### config.mk
export PLATFORM = sky130hd
export DESIGN_NAME = sfmt_status_tx
export DESIGN_NICKNAME = d
export VERILOG_FILES = /design/src/logic/sfmt_pkg.sv /design/src/logic/sfmt_snap_if.sv /design/src/logic/sfmt_packer.sv /design/src/logic/sfmt_status_tx.sv
export SDC_FILE = /design/constraint.sdc
export NUM_CORES = 1
export LEC_CHECK = 0
export ABC_AREA = 1
export CELL_PAD_IN_SITES_DETAIL_PLACEMENT = 1
export CELL_PAD_IN_SITES_GLOBAL_PLACEMENT = 2
export CORE_AREA = 2 2 106 185
export DETAILED_ROUTE_END_ITERATION = 8
export DIE_AREA = 0 0 108 187
export DONT_BUFFER_PORTS = 1
export HOLD_SLACK_MARGIN = 0.12
export PLACE_DENSITY = 0.71
export SYNTH_ARGS = -nofsm -noshare
export SYNTH_HDL_FRONTEND = slang
export SYNTH_SLANG_ARGS = --single-unit
### constraint.sdc
create_clock -name clk -period 1.6 [get_ports clk]
set_input_delay 0.08 -clock clk [delete_from_list [all_inputs] [get_ports clk]]
set_output_delay 0.08 -clock clk [all_outputs]
set_load 0.01 [all_outputs]
### src/logic/sfmt_pkg.sv
package sfmt_pkg;
  // Frame identity and shape.
  localparam logic [10:0] SFMT_COB_BASE    = 11'h4e0;
  localparam logic [3:0]  SFMT_DLC         = 4'h6;
  localparam int          SFMT_CLK_MHZ     = 100;
  localparam int          SFMT_DELAY_MS    = 12;
  localparam int          SFMT_DELAY_CYC   = SFMT_DELAY_MS * 1000 * SFMT_CLK_MHZ;
  localparam int          SFMT_CNT_W       = 21;
  // Flag word eight bit positions.
  localparam int SFMT_B_AUTODET   = 0;
  localparam int SFMT_B_IDMISS    = 1;
  localparam int SFMT_B_SERIAL    = 2;
  localparam int SFMT_B_PWRBRD    = 3;
  localparam int SFMT_B_UNSUPP    = 4;
  localparam int SFMT_B_RESALM    = 5;
  localparam int SFMT_B_RESSHD    = 6;
  localparam int SFMT_B_LINK1     = 11;
  localparam int SFMT_B_LINK2     = 12;
  localparam int SFMT_B_LINKALL   = 13;
  localparam logic [15:0] SFMT_W8_RESET = 16'h0000;
  localparam int SFMT_RES_W = 16;
  typedef enum logic [1:0] {SFMT_IDLE, SFMT_WAIT, SFMT_SEND} sfmt_state_t;
endpackage

### src/logic/sfmt_snap_if.sv
`timescale 1ns/1ps
`default_nettype none
// Snapshot of the three flag words handed from assembly to packing.
interface sfmt_snap_if;
  logic [15:0] word8;
  logic [15:0] word9;
  logic [15:0] word10;
  logic [47:0] payload;
  modport src (output word8, output word9, output word10, input payload);
  modport pack (input word8, input word9, input word10, output payload);
endinterface
`default_nettype wire

### src/logic/sfmt_packer.sv
`timescale 1ns/1ps
`default_nettype none
module sfmt_packer
  import sfmt_pkg::*;
(
  sfmt_snap_if.pack snap
);
  // Each word goes out low byte first, word eight in the first two bytes.
  assign snap.payload = {snap.word10[15:8], snap.word10[7:0],
                         snap.word9[15:8],  snap.word9[7:0],
                         snap.word8[15:8],  snap.word8[7:0]};
endmodule
`default_nettype wire

### src/logic/sfmt_status_tx.sv
`timescale 1ns/1ps
`default_nettype none
// Functional notes
// - One frame 12 ms after a trigger taken in idle; triggers while waiting or sending are ignored.
// - Identifier is 0x4E0 plus node ID.
// - Data length code is six bytes.
// - Words eight, nine, ten in byte pairs.
// - Bit 0: ID module access or records fail.
// - Bit 1: ID module unreadable at power-up.
// - Bit 2: serial number mismatches valve type.
// - Bit 3: actuator incompatible with power stage.
// - Bit 4: actuator newer than firmware.
// - Bit 5: resolver difference above alarm threshold.
// - Bit 6: resolver shutdown disagreement.
// - Bit 6 only above larger shutdown threshold.
// - Bits 11,12 link errors; 13 both.
module sfmt_status_tx
  import sfmt_pkg::*;
#(
  parameter int DelayCycles = SFMT_DELAY_CYC
) (
  // Clock and reset.
  input  wire logic                  clk,
  input  wire logic                  rst_n,
  // Trigger and node address.
  input  wire logic                  triggerRxMessage,
  input  wire logic [6:0]            nodeId,
  // Fault causes for flag word eight.
  input  wire logic                  idModuleCommFail,
  input  wire logic                  idModuleRecordsBad,
  input  wire logic                  idModulePowerUpFail,
  input  wire logic                  serialMismatch,
  input  wire logic                  powerBoardMismatch,
  input  wire logic                  actuatorUnsupported,
  input  wire logic [SFMT_RES_W-1:0] resolverDiff,
  input  wire logic [SFMT_RES_W-1:0] resolverAlarmLimit,
  input  wire logic [SFMT_RES_W-1:0] resolverShutdownLimit,
  input  wire logic                  link1Error,
  input  wire logic                  link2Error,
  // Flag words nine and ten from outside detectors.
  input  wire logic [15:0]           flagWord9,
  input  wire logic [15:0]           flagWord10,
  // Frame to the CAN controller.
  output logic                       frameValid,
  input  wire logic                  frameReady,
  output logic [10:0]                frameId,
  output logic [3:0]                 frameDlc,
  output logic [47:0]                framePayload,
  // Readable flag word eight.
  output logic [15:0]                faultFlagsWordEight
);

  ////////////////////////////////////////////////////////////////////////////
  // Flag word eight assembly.

  logic [15:0] word8Live;
  logic        resAlarm;
  logic        resShutdown;

  // Resolver comparisons against per-valve-type thresholds.
  assign resAlarm    = resolverDiff > resolverAlarmLimit;
  assign resShutdown = resolverDiff > resolverShutdownLimit;

  // Undefined positions stay zero so the far end never sees noise.
  always_comb begin
    word8Live = SFMT_W8_RESET;
    word8Live[SFMT_B_AUTODET]  = idModuleCommFail | idModuleRecordsBad;
    word8Live[SFMT_B_IDMISS]   = idModulePowerUpFail;
    word8Live[SFMT_B_SERIAL]   = serialMismatch;
    word8Live[SFMT_B_PWRBRD]   = powerBoardMismatch;
    word8Live[SFMT_B_UNSUPP]   = actuatorUnsupported;
    word8Live[SFMT_B_RESALM]   = resAlarm;
    word8Live[SFMT_B_RESSHD]   = resShutdown;
    word8Live[SFMT_B_LINK1]    = link1Error;
    word8Live[SFMT_B_LINK2]    = link2Error;
    word8Live[SFMT_B_LINKALL]  = link1Error & link2Error;
  end

  ////////////////////////////////////////////////////////////////////////////
  // Snapshot and packing.

  sfmt_snap_if snap ();
  logic [15:0] snap8_q;
  logic [15:0] snap9_q;
  logic [15:0] snap10_q;

  assign snap.word8  = snap8_q;
  assign snap.word9  = snap9_q;
  assign snap.word10 = snap10_q;

  sfmt_packer sfmt_packer_i (
    .snap (snap.pack)
  );

  ////////////////////////////////////////////////////////////////////////////
  // Delay and launch sequencing.

  sfmt_state_t          state_q;
  sfmt_state_t          state_d;
  logic [SFMT_CNT_W-1:0] count_q;
  logic                  delayDone;
  logic                  launch;
  logic                  accepted;

  assign delayDone = count_q == SFMT_CNT_W'(DelayCycles - 1);
  assign launch    = (state_q == SFMT_WAIT) && delayDone;
  assign accepted  = frameValid && frameReady;

  // A trigger while waiting or sending is not counted twice; the frame
  // already pending covers it, which trades strict counting for safety.
  always_comb begin
    state_d = state_q;
    case (state_q)
      SFMT_IDLE: if (triggerRxMessage) state_d = SFMT_WAIT;
      SFMT_WAIT: if (delayDone) state_d = SFMT_SEND;
      SFMT_SEND: if (accepted) state_d = SFMT_IDLE;
      default:   state_d = SFMT_IDLE;
    endcase
  end

  // State and delay counter.
  always_ff @(posedge clk) begin
    if (!rst_n) begin
      state_q <= SFMT_IDLE;
      count_q <= '0;
    end else begin
      state_q <= state_d;
      count_q <= (state_q == SFMT_WAIT) ? count_q + 1'b1 : '0;
    end
  end

  // All three words are caught in the same edge as the launch.
  always_ff @(posedge clk) begin
    if (!rst_n) begin
      snap8_q  <= SFMT_W8_RESET;
      snap9_q  <= SFMT_W8_RESET;
      snap10_q <= SFMT_W8_RESET;
    end else if (launch) begin
      snap8_q  <= word8Live;
      snap9_q  <= flagWord9;
      snap10_q <= flagWord10;
    end
  end

  ////////////////////////////////////////////////////////////////////////////
  // Registered outputs.

  always_ff @(posedge clk) begin
    if (!rst_n) begin
      frameValid          <= 1'b0;
      frameId             <= '0;
      frameDlc            <= '0;
      framePayload        <= '0;
      faultFlagsWordEight <= SFMT_W8_RESET;
    end else begin
      faultFlagsWordEight <= word8Live;
      frameValid          <= (state_q == SFMT_SEND) && !accepted;
      if (state_q == SFMT_SEND && !frameValid) begin
        framePayload <= snap.payload;
        frameId      <= SFMT_COB_BASE + {4'h0, nodeId};
        frameDlc     <= SFMT_DLC;
      end
    end
  end

  // Fields load in the first SEND cycle and valid rises in the same edge,
  // so the far end never sees valid beside a half-built frame.

  ////////////////////////////////////////////////////////////////////////////
  // Checks.

  frame_dlc_a: assert property (@(posedge clk) disable iff (!rst_n)
    frameValid |-> frameDlc == SFMT_DLC)
    else $error("Frame length is not six bytes.");

  frame_id_a: assert property (@(posedge clk) disable iff (!rst_n)
    frameValid |-> frameId == SFMT_COB_BASE + {4'h0, nodeId})
    else $error("Frame identifier wrong.");

  link_all_a: assert property (@(posedge clk) disable iff (!rst_n)
    faultFlagsWordEight[SFMT_B_LINKALL] ==
    (faultFlagsWordEight[SFMT_B_LINK1] & faultFlagsWordEight[SFMT_B_LINK2]))
    else $error("Both-links flag disagrees.");

  reserved_zero_a: assert property (@(posedge clk) disable iff (!rst_n)
    faultFlagsWordEight[10:7] == 4'h0 && faultFlagsWordEight[15:14] == 2'h0)
    else $error("Reserved bits of word eight set.");

  snap_hold_a: assert property (@(posedge clk) disable iff (!rst_n)
    launch |=> snap9_q == $past(flagWord9) && snap10_q == $past(flagWord10))
    else $error("Snapshot not taken at launch.");

  trig_wait_a: assert property (@(posedge clk) disable iff (!rst_n)
    (state_q == SFMT_IDLE && triggerRxMessage) |=> state_q == SFMT_WAIT)
    else $error("Trigger did not start delay.");

  byte_order_a: assert property (@(posedge clk) disable iff (!rst_n)
    $rose(frameValid) |-> framePayload[7:0] == snap8_q[7:0]
      && framePayload[47:40] == snap10_q[15:8])
    else $error("Payload byte order wrong.");

  shd_flag_a: assert property (@(posedge clk) disable iff (!rst_n)
    faultFlagsWordEight[SFMT_B_RESSHD] |->
      $past(resolverDiff) > $past(resolverShutdownLimit))
    else $error("Shutdown flag without threshold breach.");

  frame_hold_a: assert property (@(posedge clk) disable iff (!rst_n)
    (frameValid && !frameReady) |=> frameValid && $stable(framePayload))
    else $error("Frame changed before acceptance.");

  launch_valid_a: assert property (@(posedge clk) disable iff (!rst_n)
    launch |=> !frameValid ##1 frameValid)
    else $error("Frame did not follow the launch.");

endmodule
`default_nettype wire

==> impl_metrics.tcl <==
set metrics [dict create \
    ys_top_cells_by_area "dfxtp_1, nand2_1, nor2_1, ha_1, o21ai_0" \
    die-width_um 108 \
    place_congestion 0.8158 \
    ys_seq_area_share_pct 44.75 \
    skew_ns 0.009713 \
    hold_start "rst_n" \
    whs_ns -0.1975 \
    antenna_found_initial 0 \
    tritoncts "done" \
    maxSlewHeadroom_pct 65.93 \
    startpoint "count_q[0]" \
    initialDrtViolationCount 249 \
    crit_path_end_kind "register" \
    required_ns 1.96 \
    status "complete, but fails checks" \
    syn_to_final_growth_pct 31.79 \
    viasPerCell 4.764 \
    synth_top_area_cell "dfxtp_1" \
    ys_seq_elements 128 \
    dp_hpwl_um 11920 \
    final_area_um2 7547 \
    fin_crit_sh_pct 94.31 \
    crit_path_start_kind "register" \
    num_io_pins 179 \
    antenna_cells 0 \
    cts_max_level 4 \
    final_nets 971 \
    synth-main-ff-cell "dfxtp_1" \
    crit_fanout 8 \
    wl_um 17730 \
    synthDistinctLibCells 31 \
    grt_overflow 0 \
    grt_max_degree 101 \
    synth_edf_count 0 \
    min_path_type "input pin to register" \
    firstDrtPassIters 4 \
    yosysMostFrequentCell "nand2_1" \
    powerDensity_nw_per_um2 1073 \
    max_freq_ghz 0.6627 \
    dr_total_vias 5202 \
    r2r-start "count_q[0]" \
    grt_pass1_wl_um 27460 \
    num_rows 67 \
    rsz0062_at_grt "true" \
    place_area_um2 6021 \
    cts.path.max_buffers 2 \
    synth_top_area_share_pct 44.75 \
    start_util_pct 30.36 \
    total_leakage_power_uw 0.003500 \
    worstSkewPairLatency_ns 0.42 \
    stdcell_count 1092 \
    die_h_um 187 \
    synthTopCellsByCount "nand2_1, nor2_1, dfxtp_1, inv_1, o21ai_0" \
    detail_route.wl_per_cell_um 16.23 \
    avgSynthCellArea_um2 7.486 \
    place.port_buffers 0 \
    slew_violations 0 \
    yosys_warnings 0 \
    die-area_um2 20200 \
    peakVddDrop_v 0.0006777 \
    finalCriticalPeriod_ns 1.509 \
    core_um2 18860 \
    layout-drive-gt1-share_pct 13.51 \
    dp.cells 995 \
    hold_viol 93 \
    cts_inserted_buffers 17 \
    tightestPinTransition_ns 0.5093 \
    grt_pass1_vias 5581 \
    route.detailed.drc 0 \
    clock-sinks 128 \
    violations "hold timing" \
    critPathKind "register to register" \
    path_clk_slew_ns 0.06 \
    async_flop_share_pct 0 \
    syn_inst 765 \
    track_usage_pct 17.18 \
    cts-hold-fix-buffers 57 \
    antenna_left 0 \
    synth.cell_area_um2 5727 \
    setup_viol_count_final 0 \
    maxCapViolCount 0 \
    crit_arrival_ns 1.87 \
    cts_root_buf "clkbuf_16" \
]
[worst max-delay path, stage by stage (launching register included)]
cell and delay (ns):
dfxtp_2 0.35, ha_4 0.15, nand2_4 0.05, nor2_4 0.09
nand2_2 0.06, inv_2 0.09, nand3_4 0.11, nor2_4 0.13
buf_12 0.14, clkbuf_16 0.16, nand2_1 0.06, nand2_1 0.06
[power by group]
| part | internal [µW] | switching, µW | total (µW) | leakage [µW] |
|---|---|---|---|---|
| clock | 2970 | 1490 | 4460 | 0.000328 |
| combinational | 203 | 209 | 413 | 0.00214 |
| sequential | 3210 | 20.3 | 3230 | 0.00104 |
[registers in the layout, indices dropped and copies added (netlist names)]
name / flops
snap.word10: 16
faultFlagsWordEight: 10
count_q: 21
snap.word8: 10
snap.word9: 16
state_q: 2
framePayload: 42
frameValid: 1
frameId: 10
[layout make-up]
type | instances | area, µm²
flip-flops and latches | 128 | 2570
inverters | 79 | 296.5
repair buffers | 88 | 954.7
clock inverters | 13 | 232.7
multi-input cells | 524 | 2749
fillers | 2278 | 11310
clock buffers | 19 | 442.9
well taps | 241 | 301.5
[kinds of logic (layout without fill, tap and decap cells)]
logic type               after synthesis  after routing  share of synthesized area (%)
buffers and inverters                127            199                          10.22
other                                  1             15                        0.06548
adder cells (fa/ha/maj)               34             34                          7.428
AO/OA/AOI/OAI                        105            105                          9.591
XOR/XNOR                               2              2                         0.3059
AND/OR/NAND/NOR                      368            368                          27.64
flip-flops                           128            128                          44.75
[cell usage in the layout, fill, tap and decap left out, drive strengths merged]
master         n
buf           27
nand2        150
nand3b         2
xor2           1
clkinv         6
nor2         140
o21ai         65
dfxtp        128
a211oi         1
xnor2          1
o21a           2
conb          15
inv           79
dlygate4sd3   57
ha            34
nand4          8
a21oi         35
or2            1
nor3           9
nand3         58
a21o           2
clkinvlp       1
clkbuf        23
bufinv         6
[layer usage]
metal / vias up / global-route usage (%) / part of all wire (%)
li1: 2562 / - / -
met1: 2471 / 17.91 / 38
met2: 138 / 32.03 / 55
met3: 31 / 4.321 / 4.8
met4: 0 / 6.755 / 2.3
met5: - / 0 / 0
[path summary, 6_finish.rpt]
| kind | to | slack (ns) | cells past startpoint |
|---|---|---|---|
| worst max-delay path | snap.word10[8] | 0.09 | 11 |
| worst min-delay path | snap.word10[14] | -0.20 | 2 |
| worst max register to register | snap.word10[8] | 0.09 | 11 |
| worst min register to register | snap.word9[7] | 0.46 | 2 |
[stage by stage]
step / power (µW) / setup WS (ns) / TNS [ns] / hold WS, ns / util (%)
2_1_floorplan: 3564 / 0.05004 / 0 / 0.1702 / -
3_3_place_gp: 3573 / 0.07245 / 0 / 0.1725 / 31.92
3_5_place_dp: 3589 / 0.05641 / 0 / 0.1776 / 31.92
4_1_cts: 8213 / 0.03946 / 0 / -0.2334 / 38.53
5_1_grt: 8426 / -0.02089 / -0.1695 / -0.2173 / 40.01
6_report: 8099 / 0.09101 / 0 / -0.1975 / 40.01
[repair_timing]
action | 4_1_cts | 5_1_grt
endpoints found under the setup margin | 0 | 44
buffers inserted | 0 | 2
gates resized for setup | 0 | 35
hold endpoints to repair | 107 | 93
No activity file was read; power rests on OpenSTA's default activity.
